File: src/rtl/csp_pkg.sv
package csp_pkg;
  // data path and fifo shape, fixed
  localparam int unsigned CSP_DATA_W = 16;
  localparam int unsigned CSP_DEPTH = 16;
  localparam int unsigned CSP_PTR_W = 4;
  localparam int unsigned CSP_CNT_W = 5;
  localparam logic [4:0] CSP_FULL_CNT = 5'h10;
  localparam logic [3:0] CSP_LAST_BIT = 4'hf;
  // apb register map, byte addresses
  localparam int unsigned CSP_ADDR_W = 8;
  localparam logic [7:0] CSP_OFF_CTRL = 8'h00;
  localparam logic [7:0] CSP_OFF_CLKSEL = 8'h04;
  localparam logic [7:0] CSP_OFF_FIFOCTL = 8'h08;
  localparam logic [7:0] CSP_OFF_STATUS = 8'h0c;
  localparam logic [7:0] CSP_OFF_MASK = 8'h10;
  localparam logic [7:0] CSP_OFF_TXDATA = 8'h14;
  localparam logic [7:0] CSP_OFF_RXDATA = 8'h18;
  localparam logic [7:0] CSP_OFF_LEVEL = 8'h1c;
  // port_control_reg fields
  localparam int unsigned CSP_CTRL_RX_RESET_BIT = 0;
  localparam int unsigned CSP_CTRL_TX_RESET_BIT = 1;
  localparam int unsigned CSP_CTRL_RXEN = 8;
  localparam int unsigned CSP_CTRL_TXEN = 9;
  // clock_select_reg fields
  localparam int unsigned CSP_CLK_MSS = 15;
  localparam int unsigned CSP_CLK_PSC_LSB = 8;
  localparam int unsigned CSP_CLK_DIV_LSB = 0;
  localparam logic [2:0] CSP_DIV_ONE = 3'h7;
  localparam logic [15:0] CSP_CLK_RESET = 16'h0000;
  // fifo_control: only the watermark fields are stored
  localparam logic [15:0] CSP_FIFOCTL_MASK = 16'he0e0;
  localparam logic [15:0] CSP_FIFOCTL_RESET = 16'h0000;
  // port_status_reg event bits
  localparam int unsigned CSP_EV_W = 4;
  localparam int unsigned CSP_EV_TXREQ = 0;
  localparam int unsigned CSP_EV_RXREQ = 1;
  localparam int unsigned CSP_EV_TXUNDER = 2;
  localparam int unsigned CSP_EV_RXOVER = 3;
  // level register: rx count at this lsb, tx count at 0
  localparam int unsigned CSP_LVL_RX_LSB = 8;

  typedef struct packed {
    logic mss;
    logic [4:0] psc;
    logic [2:0] div;
  } csp_clk_cfg_type;

  typedef enum logic [2:0] {
    CSP_IDLE = 3'b001,
    CSP_LOAD = 3'b010,
    CSP_SHIFT = 3'b100
  } csp_state_type;
endpackage

File: src/rtl/csp_serial_port.sv
// Notes on behaviour
// - The transmit fifo always has 16 stages, whatever is written to tx_watermark_field.
// - The receive fifo always has 16 stages, whatever is written to rx_watermark_field.
// - A request to refill the transmit fifo shows as tx_refill_request in port_status_reg.
// - A request to drain the receive fifo shows as rx_drain_request in port_status_reg.
// - Writing 1 to tx_reset_bit or rx_reset_bit resets that direction's fifo and shifter.
// - There is no spi mode, no spi control register and no spi pin function.
//
// The implementer's own choices: the placing of the registers and the APB slave port.
`timescale 1ns/1ps
module csp_serial_port
  import csp_pkg::*;
(
  input wire logic clk_sys,
  input wire logic sys_rst,
  input wire logic [CSP_ADDR_W-1:0] paddr,
  input wire logic psel,
  input wire logic penable,
  input wire logic pwrite,
  input wire logic [31:0] pwdata,
  output logic [31:0] prdata,
  output logic pready,
  output logic pslverr,
  input wire logic mclk_pin,
  input wire logic sd_in_pin,
  output logic sck_out,
  output logic fs_out,
  output logic sd_out,
  output logic irq
);

  logic pready_reg;
  logic [31:0] prdata_reg;
  logic pslverr_reg;
  logic tx_en_reg;
  logic rx_en_reg;
  logic tx_rst_reg;
  logic rx_rst_reg;
  csp_clk_cfg_type clk_cfg_reg;
  logic [15:0] fifoctl_reg;
  logic [CSP_EV_W-1:0] status_reg;
  logic [CSP_EV_W-1:0] mask_reg;
  logic [CSP_EV_W-1:0] ev_set;
  logic irq_reg;
  logic mclk_s1, mclk_s2, mclk_s3;
  logic sdin_s1, sdin_s2;
  logic [4:0] psc_cnt_reg;
  logic [7:0] div_cnt_reg;
  logic [7:0] div_lim;
  logic src_tick, psc_tick, half_en;
  logic [CSP_DATA_W-1:0] tx_mem [CSP_DEPTH];
  logic [CSP_DATA_W-1:0] rx_mem [CSP_DEPTH];
  logic [CSP_PTR_W-1:0] tx_wp_reg, tx_rp_reg, rx_wp_reg, rx_rp_reg;
  logic [CSP_CNT_W-1:0] tx_cnt_reg, rx_cnt_reg;
  logic tx_push, tx_pop, rx_push, rx_pop;
  logic tx_full, tx_empty, rx_full, rx_empty;
  csp_state_type state_reg;
  logic [3:0] bit_cnt_reg;
  logic [CSP_DATA_W-1:0] tx_sh_reg, rx_sh_reg;
  logic sck_reg, fs_reg, sd_reg;
  logic acc_first, acc_done, wr_done, rd_done;
  logic [31:0] rd_val;
  logic addr_ok;
  logic word_end;

  // apb phases: answer comes one cycle into the access phase
  assign acc_first = psel & penable & ~pready_reg;
  assign acc_done = psel & penable & pready_reg;
  assign wr_done = acc_done & pwrite;
  assign rd_done = acc_done & ~pwrite;

  // register read view; unmapped addresses answer with an error
  always_comb begin
    rd_val = 32'h0000_0000;
    addr_ok = 1'b1;
    case (paddr)
      CSP_OFF_CTRL: begin
        rd_val[CSP_CTRL_TXEN] = tx_en_reg;
        rd_val[CSP_CTRL_RXEN] = rx_en_reg;
        rd_val[CSP_CTRL_TX_RESET_BIT] = tx_rst_reg;
        rd_val[CSP_CTRL_RX_RESET_BIT] = rx_rst_reg;
      end
      CSP_OFF_CLKSEL: begin
        rd_val[CSP_CLK_MSS] = clk_cfg_reg.mss;
        rd_val[CSP_CLK_PSC_LSB +: 5] = clk_cfg_reg.psc;
        rd_val[CSP_CLK_DIV_LSB +: 3] = clk_cfg_reg.div;
      end
      CSP_OFF_FIFOCTL: rd_val[15:0] = fifoctl_reg;
      CSP_OFF_STATUS: rd_val[CSP_EV_W-1:0] = status_reg;
      CSP_OFF_MASK: rd_val[CSP_EV_W-1:0] = mask_reg;
      CSP_OFF_TXDATA: rd_val = 32'h0000_0000;
      CSP_OFF_RXDATA: rd_val[CSP_DATA_W-1:0] = rx_empty ? 16'h0000 : rx_mem[rx_rp_reg];
      CSP_OFF_LEVEL: begin
        rd_val[CSP_LVL_RX_LSB +: CSP_CNT_W] = rx_cnt_reg;
        rd_val[CSP_CNT_W-1:0] = tx_cnt_reg;
      end
      default: addr_ok = 1'b0;
    endcase
  end

  // apb handshake and read data capture
  always_ff @(posedge clk_sys or posedge sys_rst) begin
    if (sys_rst) begin
      pready_reg <= 1'b0;
      prdata_reg <= 32'h0000_0000;
      pslverr_reg <= 1'b0;
    end else begin
      pready_reg <= acc_first;
      if (acc_first) begin
        prdata_reg <= pwrite ? 32'h0000_0000 : rd_val;
        pslverr_reg <= ~addr_ok;
      end else begin
        pslverr_reg <= 1'b0;
      end
    end
  end

  // control register; reset bits are one-cycle pulses
  always_ff @(posedge clk_sys or posedge sys_rst) begin
    if (sys_rst) begin
      tx_en_reg <= 1'b0;
      rx_en_reg <= 1'b0;
      tx_rst_reg <= 1'b0;
      rx_rst_reg <= 1'b0;
    end else if (wr_done && paddr == CSP_OFF_CTRL) begin
      tx_en_reg <= pwdata[CSP_CTRL_TXEN];
      rx_en_reg <= pwdata[CSP_CTRL_RXEN];
      tx_rst_reg <= pwdata[CSP_CTRL_TX_RESET_BIT];
      rx_rst_reg <= pwdata[CSP_CTRL_RX_RESET_BIT];
    end else begin
      tx_rst_reg <= 1'b0;
      rx_rst_reg <= 1'b0;
    end
  end

  // clock select and fifo control; watermarks are stored for readback only
  always_ff @(posedge clk_sys or posedge sys_rst) begin
    if (sys_rst) begin
      clk_cfg_reg <= csp_clk_cfg_type'(CSP_CLK_RESET[8:0]);
      fifoctl_reg <= CSP_FIFOCTL_RESET;
    end else if (wr_done) begin
      if (paddr == CSP_OFF_CLKSEL) begin
        // software prepares the clock here before a reset
        clk_cfg_reg.mss <= pwdata[CSP_CLK_MSS];
        clk_cfg_reg.psc <= pwdata[CSP_CLK_PSC_LSB +: 5];
        clk_cfg_reg.div <= pwdata[CSP_CLK_DIV_LSB +: 3];
      end
      if (paddr == CSP_OFF_FIFOCTL) begin
        fifoctl_reg <= pwdata[15:0] & CSP_FIFOCTL_MASK;
      end
    end
  end

  // pin synchronisers; the second stage feeds logic, and the third stage feeds the mclk edge detect
  always_ff @(posedge clk_sys or posedge sys_rst) begin
    if (sys_rst) begin
      mclk_s1 <= 1'b0;
      mclk_s2 <= 1'b0;
      mclk_s3 <= 1'b0;
      sdin_s1 <= 1'b0;
      sdin_s2 <= 1'b0;
    end else begin
      mclk_s1 <= mclk_pin;
      mclk_s2 <= mclk_s1;
      mclk_s3 <= mclk_s2;
      sdin_s1 <= sd_in_pin;
      sdin_s2 <= sdin_s1;
    end
  end

  // baud generator: source, prescaler (psc+1), divider (2^(div+1), or 1 for 111)
  assign src_tick = clk_cfg_reg.mss | (mclk_s2 & ~mclk_s3);
  assign psc_tick = src_tick && (psc_cnt_reg == clk_cfg_reg.psc);
  assign div_lim = (8'h02 << clk_cfg_reg.div) - 8'h01;
  assign half_en = psc_tick && (clk_cfg_reg.div == CSP_DIV_ONE || div_cnt_reg == div_lim);

  always_ff @(posedge clk_sys or posedge sys_rst) begin
    if (sys_rst) begin
      psc_cnt_reg <= 5'h00;
      div_cnt_reg <= 8'h00;
    end else begin
      if (psc_tick) begin
        psc_cnt_reg <= 5'h00;
      end else if (src_tick) begin
        psc_cnt_reg <= psc_cnt_reg + 5'h01;
      end
      if (half_en) begin
        div_cnt_reg <= 8'h00;
      end else if (psc_tick) begin
        div_cnt_reg <= div_cnt_reg + 8'h01;
      end
    end
  end

  // fifo flags, fixed at full depth
  assign tx_full = tx_cnt_reg == CSP_FULL_CNT;
  assign tx_empty = tx_cnt_reg == '0;
  assign rx_full = rx_cnt_reg == CSP_FULL_CNT;
  assign rx_empty = rx_cnt_reg == '0;
  assign tx_push = wr_done && paddr == CSP_OFF_TXDATA && !tx_full;
  assign tx_pop = state_reg == CSP_LOAD && tx_en_reg && !tx_empty;
  assign word_end = state_reg == CSP_SHIFT && half_en && sck_reg && bit_cnt_reg == CSP_LAST_BIT;
  assign rx_push = word_end && rx_en_reg && !rx_full;
  assign rx_pop = rd_done && paddr == CSP_OFF_RXDATA && !rx_empty;

  // fifo storage, no reset needed on the data words
  always_ff @(posedge clk_sys) begin
    if (tx_push) begin
      tx_mem[tx_wp_reg] <= pwdata[CSP_DATA_W-1:0];
    end
    if (rx_push) begin
      rx_mem[rx_wp_reg] <= rx_sh_reg;
    end
  end

  // transmit fifo pointers
  always_ff @(posedge clk_sys or posedge sys_rst) begin
    if (sys_rst) begin
      tx_wp_reg <= '0;
      tx_rp_reg <= '0;
      tx_cnt_reg <= '0;
    end else if (tx_rst_reg) begin
      tx_wp_reg <= '0;
      tx_rp_reg <= '0;
      tx_cnt_reg <= '0;
    end else begin
      tx_wp_reg <= tx_wp_reg + CSP_PTR_W'(tx_push);
      tx_rp_reg <= tx_rp_reg + CSP_PTR_W'(tx_pop);
      tx_cnt_reg <= tx_cnt_reg + CSP_CNT_W'(tx_push) - CSP_CNT_W'(tx_pop);
    end
  end

  // receive fifo pointers
  always_ff @(posedge clk_sys or posedge sys_rst) begin
    if (sys_rst) begin
      rx_wp_reg <= '0;
      rx_rp_reg <= '0;
      rx_cnt_reg <= '0;
    end else if (rx_rst_reg) begin
      rx_wp_reg <= '0;
      rx_rp_reg <= '0;
      rx_cnt_reg <= '0;
    end else begin
      rx_wp_reg <= rx_wp_reg + CSP_PTR_W'(rx_push);
      rx_rp_reg <= rx_rp_reg + CSP_PTR_W'(rx_pop);
      rx_cnt_reg <= rx_cnt_reg + CSP_CNT_W'(rx_push) - CSP_CNT_W'(rx_pop);
    end
  end

  // serial engine: master mode only, 16-bit words msb first, frame sync on bit 0
  always_ff @(posedge clk_sys or posedge sys_rst) begin
    if (sys_rst) begin
      state_reg <= CSP_IDLE;
      bit_cnt_reg <= 4'h0;
      tx_sh_reg <= '0;
      rx_sh_reg <= '0;
      sck_reg <= 1'b0;
      fs_reg <= 1'b0;
      sd_reg <= 1'b0;
    end else begin
      case (state_reg)
        CSP_IDLE: begin
          sck_reg <= 1'b0;
          fs_reg <= 1'b0;
          if (tx_en_reg || rx_en_reg) begin
            state_reg <= CSP_LOAD;
          end
        end
        CSP_LOAD: begin
          // an empty fifo sends zeros; software avoids it by prefilling
          tx_sh_reg <= tx_pop ? tx_mem[tx_rp_reg] : '0;
          sd_reg <= tx_pop ? tx_mem[tx_rp_reg][CSP_DATA_W-1] : 1'b0;
          fs_reg <= 1'b1;
          bit_cnt_reg <= 4'h0;
          state_reg <= CSP_SHIFT;
        end
        CSP_SHIFT: begin
          if (half_en && !sck_reg) begin
            sck_reg <= 1'b1;
            rx_sh_reg <= {rx_sh_reg[CSP_DATA_W-2:0], sdin_s2};
          end else if (half_en) begin
            sck_reg <= 1'b0;
            if (bit_cnt_reg == CSP_LAST_BIT) begin
              state_reg <= (tx_en_reg || rx_en_reg) ? CSP_LOAD : CSP_IDLE;
            end else begin
              bit_cnt_reg <= bit_cnt_reg + 4'h1;
              tx_sh_reg <= {tx_sh_reg[CSP_DATA_W-2:0], 1'b0};
              sd_reg <= tx_sh_reg[CSP_DATA_W-2];
              fs_reg <= 1'b0;
            end
          end
        end
        default: state_reg <= CSP_IDLE;
      endcase
      // direction reset also clears its shifter
      if (tx_rst_reg) begin
        tx_sh_reg <= '0;
        sd_reg <= 1'b0;
      end
      if (rx_rst_reg) begin
        rx_sh_reg <= '0;
      end
    end
  end

  // event sources; fifo requests are judged against the full 16 stages
  always_comb begin
    ev_set = '0;
    // refill request when transmit fifo runs dry
    ev_set[CSP_EV_TXREQ] = tx_empty;
    // drain request when receive fifo is full
    ev_set[CSP_EV_RXREQ] = rx_full;
    ev_set[CSP_EV_TXUNDER] = state_reg == CSP_LOAD && tx_en_reg && tx_empty;
    ev_set[CSP_EV_RXOVER] = word_end && rx_en_reg && rx_full;
  end

  // sticky status, write one to clear; a new event beats the clear
  always_ff @(posedge clk_sys or posedge sys_rst) begin
    if (sys_rst) begin
      status_reg <= '0;
      mask_reg <= '0;
    end else begin
      if (wr_done && paddr == CSP_OFF_STATUS) begin
        status_reg <= (status_reg & ~pwdata[CSP_EV_W-1:0]) | ev_set;
      end else begin
        status_reg <= status_reg | ev_set;
      end
      if (wr_done && paddr == CSP_OFF_MASK) begin
        mask_reg <= pwdata[CSP_EV_W-1:0];
      end
    end
  end

  // level interrupt from registered status and mask
  always_ff @(posedge clk_sys or posedge sys_rst) begin
    if (sys_rst) begin
      irq_reg <= 1'b0;
    end else begin
      irq_reg <= |(status_reg & mask_reg);
    end
  end

  // every output straight from a flip-flop
  assign prdata = prdata_reg;
  assign pready = pready_reg;
  assign pslverr = pslverr_reg;
  assign sck_out = sck_reg;
  assign fs_out = fs_reg;
  assign sd_out = sd_reg;
  assign irq = irq_reg;

endmodule

File: config.mk
export PLATFORM = sky130hd
export DESIGN_NAME = csp_serial_port
export DESIGN_NICKNAME = d
export VERILOG_FILES = /design/src/rtl/csp_pkg.sv /design/src/rtl/csp_serial_port.sv
export SDC_FILE = /design/constraint.sdc
export NUM_CORES = 1
export LEC_CHECK = 0
export BUFFER_PORTS_ARGS = -buffer_cell sky130_fd_sc_hd__buf_2
export CORE_MARGIN = 4
export CORE_UTILIZATION = 60
export CTS_CLUSTER_DIAMETER = 200
export DETAILED_ROUTE_END_ITERATION = 6
export PLACE_DENSITY = 0.79
export SLEW_MARGIN = 10
export SYNTH_ARGS = -nofsm -noshare
export SYNTH_HDL_FRONTEND = slang
export SYNTH_SLANG_ARGS = --single-unit
File: constraint.sdc
create_clock -name clk_sys -period 7.6 [get_ports clk_sys]
set_clock_uncertainty 0.15 [all_clocks]
set_input_delay 1.14 -clock clk_sys [delete_from_list [all_inputs] [get_ports clk_sys]]
set_output_delay 1.14 -clock clk_sys [all_outputs]
set_load 0.02 [all_outputs]
**Word-level counts from Yosys, hierarchy flattened**

Memories as Yosys holds them, arrays and structs flattened.
Index checks and enable logic that the tools add are counted.

- $add $sub $neg: 12
- Equal/unequal tests: 25
- Shift-type cells: 1
- Muxes and demuxes: 62
- Bitwise operators: 16
- Reductions and logical operators: 47

Operator list:

| cell | count |
|---|---|
| $mux 16 | 5 |
| $mux 15 | 5 |
| $eq 8x5->1 const B | 4 |
| $mux 4 | 8 |
| $pmux 15 s2 | 1 |
| $mux 5 | 4 |
| $logic_and 1x1->1 | 19 |
| $mux 1 | 18 |
| $pmux 3 s3 | 2 |
| $add 4x1->4 | 4 |
| $eq 8x4->1 const B | 2 |
| $mux 8 | 2 |
| $reduce_and 4->1 | 4 |
| $mux 3 | 4 |
| $pmux 2 s6 | 1 |
| $reduce_bool 2->1 | 6 |
| $add 5x1->5 | 2 |
| $eq 5x5->1 const B | 2 |
| $logic_not 5->1 | 2 |
| $sub 5x1->5 | 2 |
| $ne 3x3->1 const B | 3 |
| $add 8x1->8 const B | 1 |
| $and 4x4->4 | 2 |
| $eq 8x3->1 const B | 1 |
| 34 further kinds | 59 |

- Register bits after elaboration: 147
- Memory bits (writable): 512
- Memories: 2

Memory list:

| name | words | width | rd ports | clocked after Yosys merged registers in | write ports | RTL line | RTL |
|---|---|---|---|---|---|---|---|
| rx_mem | 16 | 16 | 1 | 0 | 1 | csp_serial_port.sv:52 | `logic [CSP_DATA_W-1:0] rx_mem [CSP_DEPTH];` |
| tx_mem | 16 | 16 | 1 | 0 | 1 | csp_serial_port.sv:51 | `logic [CSP_DATA_W-1:0] tx_mem [CSP_DEPTH];` |

**Logic depth before layout (Yosys ltp)**

- Depth after elaboration: 13
- Depth in mapped cells: 16
- Gate-level depth less buffers: 15

**Least setup slack after synthesis**

OpenSTA, ideal clock, no wires.

- Path kind: input to register
- Start: in paddr[5]
- End: reg rx_cnt_reg[4]
- Data arrival time: 4.000 ns
- Data required time: 7.314 ns
- Setup slack: 3.314 ns
- Stages on the path: 16
- Path buffers: 1
- Cells stage by stage: or3_1 nor2_1 nand2_1 nor3_2 buf_2 nor3b_1 ha_1 inv_1 ha_1 inv_1 fa_1 inv_1 a21oi_1 nor2_1 or3_1 a21oi_1

- Cells in the longest elaborated chain, start to end: 5

RTL lines:

| what | RTL line | RTL |
|---|---|---|
| start: declaration | csp_serial_port.sv:16 | `input wire logic [CSP_ADDR_W-1:0] paddr,` |
| $eq 8x5->1 | csp_serial_port.sv:204 | `assign rx_pop = rd_done && paddr == CSP_OFF_RXDATA && !rx_empty;` |
| $logic_and 1x1->1 (2 in series) | csp_serial_port.sv:204 |  |
| $sub 5x1->5 | csp_serial_port.sv:246 | `rx_cnt_reg <= rx_cnt_reg + CSP_CNT_W'(rx_push) - CSP_CNT_W'(rx_pop);` |
| $mux 5 | csp_serial_port.sv:239 | `end else if (rx_rst_reg) begin` |
| end signal: assignment | csp_serial_port.sv:246 |  |
| end: declaration | csp_serial_port.sv:54 | `logic [CSP_CNT_W-1:0] tx_cnt_reg, rx_cnt_reg;` |

Every way passes these cells.
A chain may end at the register's enable or synchronous reset.

**Worst setup path after layout**

Same ends and word-level chain as after synthesis.

==> run metrics <==
status finished clean; Starting Density 0.606; biggest regs rx_mem (256), tx_mem (256); CP arrival between 4 and 5 ns; latest clock arrival within the worst-skew pair 0.59 ns; fill count 2725; Worst Setup End Kind flop; ANT nets after route 0; area delta synth->final 11.9%; number of hold buffers added after CTS 0; Worst-path clk slew 0.06 ns; Max-slew headroom 0.183; net switching power 1.53 mW; drt wl/cell about 26 um; final core utilization 0.678; Vias per Instance between 6 and 7; Reg area 18700 um2; crit path time final 4.05 ns; R2R Setup Slk about 3.6 ns; cells after synthesis 1467; CTS tree done; Die Span Y 217 um; IO Count 85; reg2reg start clk_cfg_reg[2]; top_reg_cell synth edfxtp_1; Slew @ Worst Pin 1.22 ns; GRT Overall Usage 0.248; initial antenna violation count 4; post-synth cell types 67; post-synthesis register bit count 643; hold path cells 0; Hold Crit Class reg2reg; Inserted Clock Buffers 66; area leader, netlist edfxtp_1; Placer Congestion about 0.89; clock root cell clkbuf_16; Max Fclk 247 MHz; H-tree depth 3; WHS 0.212 ns; total of max-cap violations 0; met2 usage 0.412; most used cell, CP inv_1; worst r2r path cells 7; Post-Place Cells 2066; Sw Ratio 0.211; CP peak stage delay between 0.4 and 0.5 ns; first-pass GRT wire length a little under 90000 um; DRC Markers 0; layout cells sized above 1 0.241; port bufs 52; power share of the combinational group 0.033; initial DRC count approximately 1600; Post-CTS Setup Inserts 0; Worst EP required 7.86 ns; top cell type's share of synthesized area 0.589; top cells by area, synth edfxtp_1 59%, dfrtp_1 12%, mux4_2 12%, mux2i_1 1.4%, ha_1 1.1%; Core Area between 40000 and 50000 um2; crit path cell chain buf_2 > or3_1 > nor2_1 > nand2_1 > nor3_2 > buf_4 > nor3b_1 > ha_1 > inv_1 > ha_1 > inv_1 > fa_1 > inv_1 > a21oi_1 > nor2_1 > or3_1 > a21oi_1; clock share of power 0.435; critical path fanouts, max 17; Syn Std Cell Area 26100 um2; maximum number of pins on one net before global-route repair 81; largest vdd supply drop ~0.22 mV; TNS Setup 0 ns; area occupied by multi-input gates 7010 um2; hold path startpoint sdin_s1; met3 Usage GRT 0.0411; final net count 1621; final wirelength 56600 um; Pint 5.74 mW; syn avg cell area between 15 and 20 um2; P_leak 9.56 nW; post-DP HPWL 33200 um; CP max stage cell or3_1; vias in the first global route 14324; Final Non-Filler Cells 2187; synth warn 0; Pre-antenna DRT Iters 5; clock sink count 643; unrepaired setup endpoints after global routing false; cell area power density 249 nW/um2; Period Utilization, post-route 0.533; EDFF count, synth 512; clk buf depth 3; Seq/Total Area, Yosys 0.715; sequential share of power 0.531; final hold violations 0; Rows 76; die area 46900 um2; startpoint types input port; GR Layer Usage met1 0.340; grt ovf 0; Antenna diodes 0; Slew Viols, Final 0; via count 13974; gr busiest metal met2; number of gates resized after cts 0; Final setup viols 0; CP Class in2reg; die width ~220 um; Crit Reg-Reg Endpoint rx_mem[1][14]; FFs w/ async S/R, synth 0.204; worst hold path endpoint sdin_s2
-- cells in the final DEF (no fill, tap or decap), drive strengths merged, types with 3 or more instances in the layout --
cell / netlist / routed
edfxtp: 512 / 512
mux4: 137 / 137
dfrtp: 130 / 130
buf: 52 / 87
clkbuf: 36 / 85
nor2: 73 / 73
nand2: 64 / 64
inv: 40 / 43
mux2i: 36 / 36
nor2b: 30 / 30
a22oi: 29 / 29
o21ai: 27 / 27
clkinv: 0 / 27
nand2b: 26 / 26
nand3: 26 / 26
a21oi: 23 / 23
ha: 23 / 23
mux2: 21 / 21
nor3: 18 / 18
o22ai: 17 / 17
a211oi: 17 / 17
a221oi: 17 / 17
conb: 1 / 16
xor2: 14 / 14
nand4: 12 / 12
xnor2: 11 / 11
or3: 7 / 7
a21o: 6 / 6
nor4: 6 / 6
and3: 5 / 5
nand3b: 5 / 5
and2: 5 / 5
a22o: 5 / 5
bufinv: 0 / 4
nor3b: 4 / 4
o31ai: 3 / 3
or4: 3 / 3
a222oi: 3 / 3
nor4b: 3 / 3
-- stage by stage --
stage / setup WS (ns) / area, um2 / power (mW)
3_3_place_gp: 3.05 / 27100 / 4.15
4_1_cts: 3.60 / 29200 / 7.30
6_report: 3.55 / 29200 / 7.27
2_1_floorplan: 2.81 / 26200 / 4.09
3_5_place_dp: 2.98 / 27100 / 4.17
5_1_grt: 3.29 / 29200 / 7.51
-- cells by family after synthesis --
group | Yosys count | synth area share
DFF | 643 | 0.715
and+or+nand+nor | 291 | 0.0565
muxes | 194 | 0.141
AOI/OAI and AO/OA | 160 | 0.0436
buffers and inverters | 128 | 0.0230
adders and majority gates | 25 | 0.0126
xor gates and xnor gates | 25 | 0.00839
other | 1 | 0.000144
-- how the worst max path moves through the flow --
stage	start	end	slack (ns)	depth (start not counted)
after global routing	paddr[5]	rx_cnt_reg[4]	3.29	17
final	paddr[5]	rx_cnt_reg[4]	3.55	17
after floorplan	sys_rst	bit_cnt_reg[0]	2.81	1
after CTS	paddr[5]	rx_cnt_reg[4]	3.60	17
after global placement	paddr[5]	rx_cnt_reg[4]	3.05	17
after detailed placement	paddr[5]	rx_cnt_reg[4]	2.98	17
-- cells in the mapped netlist, drive strengths merged, types with 6 or more instances --
cell type  instances
dfrtp            130
nor3              18
nand3             26
nand2             64
clkbuf            36
edfxtp           512
mux2              21
ha                23
nor4               6
nor2              73
a221oi            17
nor2b             30
xor2              14
a21o               6
nand2b            26
a22oi             29
or3                7
buf               52
inv               40
mux4             137
o22ai             17
o21ai             27
mux2i             36
a21oi             23
a211oi            17
xnor2             11
nand4             12
-- critical path, delay by kind of cell --
family,cells,cell delay [ns]
and+or+nand+nor,7,1.62
adders and majority gates,3,0.87
buffers and inverters,5,0.56
AOI/OAI and AO/OA,2,0.12
-- power by group through the flow --
stage	logic [mW]	registers, mW	clock network [mW]
finish	0.241	3.86	3.16
global route	0.273	3.86	3.37
CTS	0.240	3.86	3.21
detailed placement	0.239	3.93	0
global placement	0.225	3.93	0
floorplan	0.173	3.92	0
-- per-layer routing --
| metal | part of all wire | wire length [um] | vias up |
|---|---|---|---|
| met1 | 0.38 | 21700 | 7313 |
| li1 | - | - | 5946 |
| met4 | 0.027 | 1530 | 2 |
| met2 | 0.52 | 29300 | 608 |
| met5 | 0.00026 | 15 | - |
| met3 | 0.072 | 4080 | 105 |
-- area by class of cell --
class / instances / share of cell area
Sequential cell: 643 / 0.639
Multi-Input combinational cell: 711 / 0.240
Clock buffer: 85 / 0.0618
Tap cell: 585 / 0.0251
Timing Repair Buffer: 87 / 0.0179
Clock inverter: 36 / 0.0110
Inverter: 40 / 0.00531
(Power assumes the default switching activity.)
